[src/shared/bsfs_pkg.sv]
package bsfs_pkg;

	// ------------------------------------------------------------------
	// Register map (byte addresses, one aligned 32-bit word each).
	// ------------------------------------------------------------------
	localparam logic [7:0] ADDR_CTRL      = 8'h00;
	localparam logic [7:0] ADDR_IDLE_SP   = 8'h04;
	localparam logic [7:0] ADDR_INJ_SP    = 8'h08;
	localparam logic [7:0] ADDR_STATUS    = 8'h0C;
	localparam logic [7:0] ADDR_CLEAR     = 8'h10;
	localparam logic [7:0] ADDR_IRQ_EN    = 8'h14;
	localparam logic [7:0] ADDR_USAGE     = 8'h18;
	localparam logic [7:0] ADDR_HV_LEVEL  = 8'h1C;
	localparam logic [7:0] ADDR_STATE     = 8'h20;

	// ------------------------------------------------------------------
	// Field positions.
	// ------------------------------------------------------------------
	localparam int CTRL_ENABLE_BIT  = 0;
	localparam int FLT_CHARGE_BIT   = 0;
	localparam int FLT_OVERLOAD_BIT = 1;
	localparam int FLT_TEMP_BIT     = 2;
	localparam int FLT_OVERVOLT_BIT = 3;
	localparam int NUM_FAULTS       = 4;
	localparam int HV_WIDTH         = 8;
	localparam int USAGE_WIDTH      = 16;
	localparam int ST_BOOST_BIT     = 0;
	localparam int ST_EXT_BIT       = 1;
	localparam int ST_SHUT_BIT      = 2;
	localparam int ST_INJ_BIT       = 3;

	// ------------------------------------------------------------------
	// Reset values and thresholds.
	// ------------------------------------------------------------------
	localparam logic [HV_WIDTH-1:0]    IDLE_SP_RESET  = 8'h64;
	localparam logic [HV_WIDTH-1:0]    INJ_SP_RESET   = 8'h64;
	localparam logic [HV_WIDTH-1:0]    OVERVOLT_LIMIT = 8'h9B;
	localparam logic [USAGE_WIDTH-1:0] USAGE_LIMIT    = 16'hEA60;
	localparam logic [USAGE_WIDTH-1:0] USAGE_ONE      = 16'h0001;

	// ------------------------------------------------------------------
	// Timing: leak interval and charge-watchdog window.
	// ------------------------------------------------------------------
	localparam int CLK_MHZ           = 200;
	localparam int LEAK_PERIOD_US    = 10;
	localparam int LEAK_CYCLES       = LEAK_PERIOD_US * CLK_MHZ;
	localparam int CHARGE_WINDOW_US  = 5000;
	localparam int CHARGE_WIN_CYCLES = CHARGE_WINDOW_US * CLK_MHZ;
	localparam int TIMER_WIDTH       = 24;

	// ------------------------------------------------------------------
	// AXI4-Lite responses.
	// ------------------------------------------------------------------
	localparam logic [1:0] RESP_OKAY   = 2'h0;
	localparam logic [1:0] RESP_SLVERR = 2'h2;

	typedef enum logic [1:0] {BSFS_OFF, BSFS_CHARGE, BSFS_HOLD} bsfs_reg_state_t;

endpackage

[src/shared/bsfs_sense_if.sv]
`timescale 1ns/100ps
// Synchronised sensor indications handed from the input stage to the supervisor.
interface bsfs_sense_if;
	logic hv_not_rising;
	logic over_temp;
	logic ext_hv;
	logic boost_pulse;
	logic inj_active;
	modport src (output hv_not_rising, output over_temp, output ext_hv, output boost_pulse, output inj_active);
	modport dst (input hv_not_rising, input over_temp, input ext_hv, input boost_pulse, input inj_active);
endinterface

[src/rtl/bsfs_top.sv]
// Local design decisions: the AXI4-Lite register port and the address map.
`timescale 1ns/100ps
module bsfs_top
	import bsfs_pkg::*;
(
	input  wire logic                aclk,
	input  wire logic                aresetn,
	input  wire logic [7:0]          s_axi_awaddr,
	input  wire logic                s_axi_awvalid,
	output logic                     s_axi_awready,
	input  wire logic [31:0]         s_axi_wdata,
	input  wire logic [3:0]          s_axi_wstrb,
	input  wire logic                s_axi_wvalid,
	output logic                     s_axi_wready,
	output logic [1:0]               s_axi_bresp,
	output logic                     s_axi_bvalid,
	input  wire logic                s_axi_bready,
	input  wire logic [7:0]          s_axi_araddr,
	input  wire logic                s_axi_arvalid,
	output logic                     s_axi_arready,
	output logic [31:0]              s_axi_rdata,
	output logic [1:0]               s_axi_rresp,
	output logic                     s_axi_rvalid,
	input  wire logic                s_axi_rready,
	input  wire logic                hv_not_rising_in,
	input  wire logic                over_temp_in,
	input  wire logic                external_hv_input,
	input  wire logic                boost_pulse_in,
	input  wire logic                inj_active_in,
	input  wire logic [HV_WIDTH-1:0] hv_level,
	output logic                     boost_run,
	output logic                     injection_allow,
	output logic                     irq
);

	// ------------------------------------------------------------------
	// Declarations.
	// ------------------------------------------------------------------
	bsfs_sense_if sense ();

	logic                   enable;
	logic [HV_WIDTH-1:0]    idle_voltage_setpoint;
	logic [HV_WIDTH-1:0]    injection_voltage_setpoint;
	logic [NUM_FAULTS-1:0]  fault;
	logic [NUM_FAULTS-1:0]  fault_event;
	logic [NUM_FAULTS-1:0]  fault_clear;
	logic [NUM_FAULTS-1:0]  irq_enable;
	logic [USAGE_WIDTH-1:0] usage;
	logic [TIMER_WIDTH-1:0] leak_timer;
	logic [TIMER_WIDTH-1:0] charge_timer;
	logic [HV_WIDTH-1:0]    hv_meta;
	logic [HV_WIDTH-1:0]    hv_sync;
	logic [HV_WIDTH-1:0]    target;
	logic                   leak_tick;
	logic                   shutdown;
	logic                   charge_fault;
	logic                   usage_overload_fault;
	logic                   over_temperature_fault;
	logic                   over_voltage_fault;
	bsfs_reg_state_t        state;
	bsfs_reg_state_t        next_state;
	logic [7:0]             aw_addr;
	logic                   aw_held;
	logic [31:0]            w_data;
	logic [3:0]             w_strb;
	logic                   w_held;
	logic                   wr_fire;

	// ------------------------------------------------------------------
	// Sensor input stage.
	// ------------------------------------------------------------------
	bsfs_sync u_sync
	(
		.aclk             (aclk),
		.aresetn          (aresetn),
		.hv_not_rising_in (hv_not_rising_in),
		.over_temp_in     (over_temp_in),
		.ext_hv_in        (external_hv_input),
		.boost_pulse_in   (boost_pulse_in),
		.inj_active_in    (inj_active_in),
		.sense            (sense.src)
	);

	// The voltage word changes slowly; a two-stage sample is adequate since
	// regulation tolerates one stale code for a cycle.
	always_ff @(posedge aclk)
	begin
		if (!aresetn)
		begin
			hv_meta <= '0;
			hv_sync <= '0;
		end
		else
		begin
			hv_meta <= hv_level;
			hv_sync <= hv_meta;
		end
	end

	// ------------------------------------------------------------------
	// Boost regulation.
	// ------------------------------------------------------------------

	// Any latched fault or a live external supply forces the boost off.
	assign shutdown = (|fault) | sense.ext_hv;
	assign target   = sense.inj_active ? injection_voltage_setpoint
	                                   : idle_voltage_setpoint;

	// Hysteresis-free bang-bang control: charge below target, hold at or above.
	always_comb
	begin
		next_state = state;
		case (state)
			BSFS_OFF:
				if (enable && !shutdown)
					next_state = BSFS_CHARGE;
			BSFS_CHARGE:
				if (!enable || shutdown)
					next_state = BSFS_OFF;
				else if (hv_sync >= target)
					next_state = BSFS_HOLD;
			BSFS_HOLD:
				if (!enable || shutdown)
					next_state = BSFS_OFF;
				else if (hv_sync < target)
					next_state = BSFS_CHARGE;
			default:
				next_state = BSFS_OFF;
		endcase
	end

	always_ff @(posedge aclk)
	begin
		if (!aresetn)
			state <= BSFS_OFF;
		else
			state <= next_state;
	end

	// Outputs come from flip-flops; injection is gated by faults too.
	always_ff @(posedge aclk)
	begin
		if (!aresetn)
		begin
			boost_run       <= 1'b0;
			injection_allow <= 1'b0;
		end
		else
		begin
			boost_run       <= (next_state == BSFS_CHARGE);
			injection_allow <= ~(|fault) & ~(|fault_event);
		end
	end

	// ------------------------------------------------------------------
	// Usage integrator.
	// ------------------------------------------------------------------
	assign leak_tick = (leak_timer == TIMER_WIDTH'(LEAK_CYCLES - 1));

	always_ff @(posedge aclk)
	begin
		if (!aresetn || leak_tick)
			leak_timer <= '0;
		else
			leak_timer <= leak_timer + 1'b1;
	end

	// Up and down in the same cycle cancel; the count saturates at both ends.
	always_ff @(posedge aclk)
	begin
		if (!aresetn)
			usage <= '0;
		else if (sense.boost_pulse && !leak_tick && usage != '1)
			usage <= usage + USAGE_ONE;
		else if (leak_tick && !sense.boost_pulse && usage != '0)
			usage <= usage - USAGE_ONE;
	end

	// ------------------------------------------------------------------
	// Charge watchdog: a not-rising indication only counts while charging.
	// ------------------------------------------------------------------
	always_ff @(posedge aclk)
	begin
		if (!aresetn || state != BSFS_CHARGE || !sense.hv_not_rising)
			charge_timer <= '0;
		else if (charge_timer != TIMER_WIDTH'(CHARGE_WIN_CYCLES))
			charge_timer <= charge_timer + 1'b1;
	end

	// ------------------------------------------------------------------
	// Fault flags: each its own sticky bit; set wins over clear.
	// ------------------------------------------------------------------
	assign fault_event[FLT_CHARGE_BIT]   = (charge_timer == TIMER_WIDTH'(CHARGE_WIN_CYCLES));
	assign fault_event[FLT_OVERLOAD_BIT] = (usage >= USAGE_LIMIT);
	assign fault_event[FLT_TEMP_BIT]     = sense.over_temp;
	assign fault_event[FLT_OVERVOLT_BIT] = (hv_sync > OVERVOLT_LIMIT);

	always_ff @(posedge aclk)
	begin
		if (!aresetn)
			fault <= '0;
		else
			fault <= fault_event | (fault & ~fault_clear);
	end

	assign charge_fault           = fault[FLT_CHARGE_BIT];
	assign usage_overload_fault   = fault[FLT_OVERLOAD_BIT];
	assign over_temperature_fault = fault[FLT_TEMP_BIT];
	assign over_voltage_fault     = fault[FLT_OVERVOLT_BIT];

	always_ff @(posedge aclk)
	begin
		if (!aresetn)
			irq <= 1'b0;
		else
			irq <= |(fault & irq_enable);
	end

	// ------------------------------------------------------------------
	// AXI4-Lite write path.
	// ------------------------------------------------------------------
	assign wr_fire = aw_held && w_held && !s_axi_bvalid;

	// Address and data are latched independently and in either order.
	always_ff @(posedge aclk)
	begin
		if (!aresetn)
		begin
			aw_held <= 1'b0;
			w_held  <= 1'b0;
			aw_addr <= '0;
			w_data  <= '0;
			w_strb  <= '0;
		end
		else
		begin
			if (s_axi_awvalid && s_axi_awready)
			begin
				aw_held <= 1'b1;
				aw_addr <= s_axi_awaddr;
			end
			else if (wr_fire)
				aw_held <= 1'b0;
			if (s_axi_wvalid && s_axi_wready)
			begin
				w_held <= 1'b1;
				w_data <= s_axi_wdata;
				w_strb <= s_axi_wstrb;
			end
			else if (wr_fire)
				w_held <= 1'b0;
		end
	end

	always_ff @(posedge aclk)
	begin
		if (!aresetn)
		begin
			s_axi_awready <= 1'b0;
			s_axi_wready  <= 1'b0;
		end
		else
		begin
			s_axi_awready <= !aw_held && !(s_axi_awvalid && s_axi_awready);
			s_axi_wready  <= !w_held && !(s_axi_wvalid && s_axi_wready);
		end
	end

	always_ff @(posedge aclk)
	begin
		if (!aresetn)
		begin
			s_axi_bvalid <= 1'b0;
			s_axi_bresp  <= RESP_OKAY;
		end
		else if (wr_fire)
		begin
			s_axi_bvalid <= 1'b1;
			case (aw_addr)
				ADDR_CTRL, ADDR_IDLE_SP, ADDR_INJ_SP, ADDR_CLEAR, ADDR_IRQ_EN:
					s_axi_bresp <= RESP_OKAY;
				default:
					s_axi_bresp <= RESP_SLVERR;
			endcase
		end
		else if (s_axi_bready)
			s_axi_bvalid <= 1'b0;
	end

	// Software registers; the clear register is a one-cycle strobe.
	always_ff @(posedge aclk)
	begin
		if (!aresetn)
		begin
			enable                     <= 1'b0;
			idle_voltage_setpoint      <= IDLE_SP_RESET;
			injection_voltage_setpoint <= INJ_SP_RESET;
			irq_enable                 <= '0;
			fault_clear                <= '0;
		end
		else
		begin
			fault_clear <= '0;
			if (wr_fire && w_strb[0])
			begin
				case (aw_addr)
					ADDR_CTRL:    enable                     <= w_data[CTRL_ENABLE_BIT];
					ADDR_IDLE_SP: idle_voltage_setpoint      <= w_data[HV_WIDTH-1:0];
					ADDR_INJ_SP:  injection_voltage_setpoint <= w_data[HV_WIDTH-1:0];
					ADDR_CLEAR:   fault_clear                <= w_data[NUM_FAULTS-1:0];
					ADDR_IRQ_EN:  irq_enable                 <= w_data[NUM_FAULTS-1:0];
					default:      ;
				endcase
			end
		end
	end

	// ------------------------------------------------------------------
	// AXI4-Lite read path.
	// ------------------------------------------------------------------
	always_ff @(posedge aclk)
	begin
		if (!aresetn)
			s_axi_arready <= 1'b0;
		else
			s_axi_arready <= !s_axi_rvalid && !(s_axi_arvalid && s_axi_arready);
	end

	always_ff @(posedge aclk)
	begin
		if (!aresetn)
		begin
			s_axi_rvalid <= 1'b0;
			s_axi_rdata  <= '0;
			s_axi_rresp  <= RESP_OKAY;
		end
		else if (s_axi_arvalid && s_axi_arready)
		begin
			s_axi_rvalid <= 1'b1;
			s_axi_rresp  <= RESP_OKAY;
			s_axi_rdata  <= '0;
			case (s_axi_araddr)
				ADDR_CTRL:     s_axi_rdata[CTRL_ENABLE_BIT]  <= enable;
				ADDR_IDLE_SP:  s_axi_rdata[HV_WIDTH-1:0]     <= idle_voltage_setpoint;
				ADDR_INJ_SP:   s_axi_rdata[HV_WIDTH-1:0]     <= injection_voltage_setpoint;
				ADDR_STATUS:   s_axi_rdata[NUM_FAULTS-1:0]   <= {over_voltage_fault, over_temperature_fault,
				                                                 usage_overload_fault, charge_fault};
				ADDR_CLEAR:    s_axi_rdata                   <= '0;
				ADDR_IRQ_EN:   s_axi_rdata[NUM_FAULTS-1:0]   <= irq_enable;
				ADDR_USAGE:    s_axi_rdata[USAGE_WIDTH-1:0]  <= usage;
				ADDR_HV_LEVEL: s_axi_rdata[HV_WIDTH-1:0]     <= hv_sync;
				ADDR_STATE:
				begin
					s_axi_rdata[ST_BOOST_BIT] <= (state == BSFS_CHARGE);
					s_axi_rdata[ST_EXT_BIT]   <= sense.ext_hv;
					s_axi_rdata[ST_SHUT_BIT]  <= shutdown;
					s_axi_rdata[ST_INJ_BIT]   <= sense.inj_active;
				end
				default:       s_axi_rresp <= RESP_SLVERR;
			endcase
		end
		else if (s_axi_rready)
			s_axi_rvalid <= 1'b0;
	end

endmodule

[src/rtl/bsfs_sync.sv]
`timescale 1ns/100ps
module bsfs_sync
	import bsfs_pkg::*;
(
	input  wire logic aclk,
	input  wire logic aresetn,
	input  wire logic hv_not_rising_in,
	input  wire logic over_temp_in,
	input  wire logic ext_hv_in,
	input  wire logic boost_pulse_in,
	input  wire logic inj_active_in,
	bsfs_sense_if.src sense
);

	// ------------------------------------------------------------------
	// Two-stage synchronisers; only stage two is read downstream.
	// ------------------------------------------------------------------
	logic [4:0] meta;
	logic [4:0] stable;
	logic       pulse_prev;

	// Both stages clear on reset so no stale sensor level leaks out.
	always_ff @(posedge aclk)
	begin
		if (!aresetn)
		begin
			meta   <= 5'h00;
			stable <= 5'h00;
		end
		else
		begin
			meta   <= {inj_active_in, boost_pulse_in, ext_hv_in, over_temp_in, hv_not_rising_in};
			stable <= meta;
		end
	end

	// Edge detect on the synchronised boost pulse so each pulse counts once.
	always_ff @(posedge aclk)
	begin
		if (!aresetn)
			pulse_prev <= 1'b0;
		else
			pulse_prev <= stable[3];
	end

	assign sense.hv_not_rising = stable[0];
	assign sense.over_temp     = stable[1];
	assign sense.ext_hv        = stable[2];
	assign sense.boost_pulse   = stable[3] & ~pulse_prev;
	assign sense.inj_active    = stable[4];

endmodule

[config.mk]
export PLATFORM = sky130hd
export DESIGN_NAME = bsfs_top
export DESIGN_NICKNAME = d
export VERILOG_FILES = /design/src/shared/bsfs_pkg.sv /design/src/shared/bsfs_sense_if.sv /design/src/rtl/bsfs_top.sv /design/src/rtl/bsfs_sync.sv
export SDC_FILE = /design/constraint.sdc
export NUM_CORES = 1
export LEC_CHECK = 0
export BUFFER_PORTS_ARGS = -buffer_cell sky130_fd_sc_hd__buf_2
export CORE_UTILIZATION = 57
export DETAILED_ROUTE_END_ITERATION = 10
export HOLD_SLACK_MARGIN = 0.12
export PLACE_DENSITY = 0.9
export SKIP_CTS_REPAIR_TIMING = 1
export SLEW_MARGIN = 20
export SYNTH_ARGS = -nofsm -noshare
export SYNTH_HDL_FRONTEND = slang
export SYNTH_SLANG_ARGS = --single-unit
[constraint.sdc]
create_clock -name aclk -period 4.7 [get_ports aclk]
set_clock_uncertainty 0.05 [all_clocks]
set_input_delay 0.94 -clock aclk [delete_from_list [all_inputs] [get_ports aclk]]
set_output_delay 0.94 -clock aclk [all_outputs]
set_load 0.03 [all_outputs]
; ---- Word level (Yosys, flattened, before mapping)
; Index checks and enable logic that the tools add are counted.
[totals]
wordCells = 141
in_bits = 72
reg_bits = 169
out_inout_bits = 44
[op_classes]
n_addsub = 4
bitwise_logic = 10
eq_ne = 20
n_mux = 22
n_lt_le_gt_ge = 4
reduce_logical = 50
[ops]
columns = cell, count
row1 = "24-bit by 1-bit adder with 24-bit output, second input constant", 2
row2 = "8-bit by 5-bit equality test with 1-bit output, second input constant", 6
row3 = 16-bit 2-to-1 mux, 2
row4 = "24-bit by 11-bit equality test with 1-bit output, second input constant", 1
row5 = "24-bit by 20-bit equality test with 1-bit output, second input constant", 1
row6 = "8-bit by 4-bit equality test with 1-bit output, second input constant", 3
row7 = "24-bit by 20-bit inequality test with 1-bit output, second input constant", 1
row8 = 3-bit one-hot mux with 7 select lines, 1
row9 = "16-bit by 1-bit adder with 16-bit output, second input constant", 1
row10 = "8-bit by 3-bit equality test with 1-bit output, second input constant", 2
row11 = "16-bit >= comparator, second input constant", 1
row12 = 8-bit zero test, 2
row13 = 8-bit 2-to-1 mux, 2
row14 = "16-bit inequality test, second input constant", 1
row15 = 4-bit one-hot mux with 4 select lines, 1
row16 = 16-bit nonzero test, 1
row17 = "16-bit by 1-bit subtractor with 16-bit output, second input constant", 1
row18 = 1-bit logical AND, 14
row19 = 2-bit 2-to-1 mux, 7
row20 = 1-bit zero test, 13
row21 = 4-bit OR reduction, 3
row22 = 2-bit nonzero test, 5
row23 = 9-bit OR reduction, 1
row24 = 4-bit AND, 2
row25 = 20 further kinds, 36

; ---- Longest topological paths before layout
[logic_depth]
ltp_word = 7
depth_mapped = 13
ltp_nobuf = 12

; ---- Cells and area by module
; Synthesis repeated with hierarchy kept, for this count alone.
[unflattened]
cells_unflattened = 865
area_unflattened_um2 = 7775.0
[by_module_without_submodules]
columns = mod, seq_area_each_um2, area_each_um2, n_inst, cells_per_inst
row1 = bsfs_top, 3123.0, 7468.4, 1, 841
row2 = bsfs_sync, 220.2, 306.5, 1, 24

; ---- Least setup slack after synthesis
; No wires, ideal clock.
[synth_path]
path_kind = reg-to-reg
from = register leak_timer[11]
to = register usage[14]
t_required_ns = 4.518
path_slack_ns = 1.197
synth_period_minus_slack_ns = 3.503
setup_time_ns = 0.132
arrival_ns = 3.321
path_buffers = 1
stages_incl_launch_ff = 12
path_cell_list = dfxtp_1 > or4_4 > or4_4 > nand3_4 > buf_4 > ha_1 > a21o_1 > a31o_2 > and3_1 > or4_1 > o211ai_2 > a21oi_1
[synth_between]
elab_chain_len = 5
elab_cells_between_ends = 8
cone_classes = eq/ne: 1 / mux: 1 / reduce/logical: 6
[synth_lines]
columns = item, line
row1 = start: declaration, bsfs_top.sv:49  ; logic [TIMER_WIDTH-1:0] leak_timer;
row2 = start signal: assignment, bsfs_top.sv:165  ; leak_timer <= leak_timer + 1'b1;
row3 = 24-bit by 11-bit equality test with 1-bit output (*), bsfs_top.sv:158  ; assign leak_tick = (leak_timer == TIMER_WIDTH'(LEAK_CYCLES - 1));
row4 = 1-bit zero test, bsfs_top.sv:173  ; else if (sense.boost_pulse && !leak_tick && usage != '1)
row5 = 1-bit logical AND (2 in series), bsfs_top.sv:173
row6 = 16-bit 2-to-1 mux / 2-bit nonzero test (equally long branches), --
row7 = end signal: assignment, bsfs_top.sv:174  ; usage <= usage + USAGE_ONE;
row8 = end signal: assignment, bsfs_top.sv:176  ; usage <= usage - USAGE_ONE;
row9 = end: declaration, bsfs_top.sv:48  ; logic [USAGE_WIDTH-1:0] usage;
; Every way passes the cells marked *; elsewhere a longest branch is shown, timed or not.
; A chain may end at the register's enable or synchronous reset.

; ---- Final worst setup path
[layout_path]
from = register leak_timer[11]
to = register usage[15]
; Same word-level chain as after synthesis.

==> run summary <==
The run finished with clean final reports. For the pin with the worst max-slew slack, the measured transition is 923 ps. Once layout is complete, the cells apart from fillers number 1099. The number of buffers and inverters on the critical path is 0. The area growth from synthesis to layout is 13.8%. The async set or reset register ratio after synthesis came out at 0. The top routing layer in use is met4.

The run gives 6115 as the number of global-route vias before repair. The run gives 379 ps as the final worst hold slack. The tools report the type of destination of the critical path as a flip-flop. The total wire length was 17.3 mm. The first global-routing pass estimated 28.6 mm of wire. The netlist uses 64 different library cells. In this run, synthesis produced a sequential element count of 167. The logs give 42 for the number of cell rows and 6390 for the vias after detailed routing. Number of clock sinks: 167. At the later pin of the worst-skew pair, clock insertion delay measures 430 ps. The cell-internal power was 2.62 mW. For the mapped cell area, the log shows 0.00768 sq mm. The share of layout cells above drive strength 1 was 0.132. The global routing usage summed across all routing layers was 0.257; the core region area was 0.0132 sq mm. Total cell area at the placement stage: 0.00806 sq mm. VDD sags by at most 0.000244 V.

Dividing the detail-routed wire length by the instance count gives 15.7 microns. The tools report the switching power total as 0.777 mW. TritonCTS built the clock tree.

The die covers 0.0139 sq mm. The chip height was 118 microns; the clock period minus final worst setup slack was 3700 ps. The proportion of total power due to net switching was 0.229. The final-report max-slew violation count was 0; the detailed-routing wirelength on met1 was 7.20 mm. The number of placed instances, taps included is 1068, and the maximum clock rate is 270 MHz. In the synthesized netlist the dominant register cell turns out to be sky130_fd_sc_hd__dfxtp_1. The final cell area excluding filler cells was 0.00874 sq mm; the final-stage net count was 1009. The part of the total power dissipated in the clock network was 0.473. For the worst setup path, the data required time is 5000 ps.

Number of I/O port buffers: 70. The H-tree depth reported by CTS was 4. By count the netlist is led by 167 x sky130_fd_sc_hd__dfxtp_1, 84 x sky130_fd_sc_hd__nor2_1, 78 x sky130_fd_sc_hd__nand2_1, 59 x sky130_fd_sc_hd__a21oi_1, 39 x sky130_fd_sc_hd__mux2i_1. Hold violation count in the final report: 0.

For this run, design rule violations remaining after detail routing come to 0. The congestion estimate from routability-driven global placement came to 0.903. The fraction of synthesized cell area taken by the top area cell type is 0.435, and the maximum number of pins on one net before global-route repair is 59. The logs give 4010 ps for the data arrival time of the critical path and 2 for the largest buffer count on any clock path. The die is 118 microns wide.

Total negative slack: 0 ps. STA classifies the critical path startpoint as a flip-flop. After the first detailed-routing iteration, the DRC count stood at 500.

sky130_fd_sc_hd__dfxtp_1 is the most common cell in the netlist. Detailed routing placed a total of 8.26 mm of wire on met2. The ratio of total power to cell area came out at 388 mW/mm^2. In the post-synthesis netlist, the biggest area contributors are sky130_fd_sc_hd__dfxtp_1 44%, sky130_fd_sc_hd__mux2i_1 5.1%, sky130_fd_sc_hd__nor2_1 4.1%, sky130_fd_sc_hd__ha_1 4.1%, sky130_fd_sc_hd__a21oi_1 3.8%. For the final core utilization, the log shows 0.663. Setup repair after global routing left no endpoint under its margin. For the antenna diode count, the log shows 0. The tree is rooted in a sky130_fd_sc_hd__clkbuf_16. The post-route clock period utilization came out at 0.788. The largest individual stage delay along the critical path comes from the cell sky130_fd_sc_hd__or4_4.

For the initial antenna violation count, the log shows 0. After detailed routing, the met3 layer carries 1.31 mm of wire. The sequential-to-total area share from yosys stat came out at 0.435. In the synthesized netlist, the number of instances is 852. The run gives 0 as the number of nets with antenna violations after detailed routing. Setup violations remaining at the end of the flow were counted as 0. The worst relative slew slack is 0.383. The worst min-delay path class was reg -> reg.

The tools report the pre-CTS setup slack as 1040 ps. The mean instance size in the synthesized netlist was 9.02 sq um; the number of warnings reported in the yosys synthesis log was 0. The logs give 0 for the total of max-cap violations and 17 for the number of clock buffers inserted by TritonCTS. For the portion of total power attributed to combinational logic, the log shows 0.088. The I/O pin total is 116. Before antenna repair, the detailed router went through 5 iterations. Grouping stages by cell kind, the critical path spends the most delay in simple AND/OR/NAND/NOR gates. The total overflow left after global routing is 0.

The detailed placement HPWL was 12.1 mm. Traced cell by cell, the critical path runs through or4_4 > or4_4 > nand3_4 > ha_1 > a211oi_1 > o211ai_1 > a31oi_1 > a22oi_1 > mux2i_1 > mux2i_1. Clock-pin slew was measured on the worst setup and hold paths at 60 ps.

The power share of the sequential group is 0.439, and the static power due to leakage is 3.52 nW. Post-detailed-route via-to-cell ratio: 5.81. Cell accounting for the most synthesized area: sky130_fd_sc_hd__dfxtp_1.

The delay of the slowest cell on the worst path works out to 570 ps. The initial cell density of the core is 0.582, and the number of enable-type register cells in the synthesized netlist is 0. In this run the worst path has a maximum fanout of 27. Path type of the worst setup path: reg -> reg. The run gives 996 ps as the slack of the critical path. After layout, the design draws a total of 3.40 mW.
## registers in the layout (all words and copies together), names as in the netlist, 8 cells and up
signal,flops
usage,16
s_axi_rdata,16
w_data,8
idle_voltage_setpoint,8
hv_sync,8
leak_timer,24
injection_voltage_setpoint,8
aw_addr,8
hv_meta,8
charge_timer,24
## cell type report
class	instances	area (sq um)
clock buffers	19	433
clock inverters	12	248
fillers	1021	4450
inverters	19	73.8
multi-input cells	634	4060
flip-flops and latches	167	3340
well taps	176	220
repair buffers	72	365
## per-layer routing
layer,GRT usage,vias up
met5,0,-
li1,-,3101
met3,0.0751,44
met1,0.305,3009
met4,0.129,0
met2,0.422,236
## power by group through the flow
stage          Sequential (mW)  Combinational, mW  Clock (mW)
3_3_place_gp              1.52              0.285           0
6_report                  1.49              0.300        1.61
3_5_place_dp              1.52              0.294           0
4_1_cts                   1.49              0.297        1.63
5_1_grt                   1.49              0.330        1.69
2_1_floorplan             1.51              0.237           0
## worst paths after layout
path	startpoint	slack, ps	depth (start not counted)	end
min reg2reg	hv_meta[2]	380	1	hv_sync[2]
max	leak_timer[11]	1000	10	usage[15]
min	hv_meta[2]	380	1	hv_sync[2]
max reg2reg	leak_timer[11]	1000	10	usage[15]
## cells in the final DEF (no fill, tap or decap), drive strengths merged, types with 19 or more instances in the layout
| master | n |
|---|---|
| a21oi | 59 |
| and2 | 36 |
| buf | 72 |
| clkbuf | 19 |
| dfxtp | 167 |
| ha | 25 |
| inv | 20 |
| mux2i | 39 |
| nand2 | 78 |
| nand3 | 31 |
| nand4 | 21 |
| nor2 | 85 |
| nor3 | 21 |
| o21ai | 28 |
| xnor2 | 19 |
| xor2 | 31 |
## kinds of logic (layout without fill, tap and decap cells)
kind of cell | count (synthesis) | in the layout | share of synthesized area
other | 1 | 18 | 0.000488
XOR/XNOR | 50 | 50 | 0.0570
adder cells (fa/ha/maj) | 26 | 26 | 0.0433
flip-flops | 167 | 167 | 0.435
AO/OA/AOI/OAI | 159 | 159 | 0.132
multiplexers | 44 | 44 | 0.0625
buffers and inverters | 68 | 122 | 0.0448
AND/OR/NAND/NOR | 337 | 337 | 0.225
Note: power is estimated with default switching activity, not from simulation.
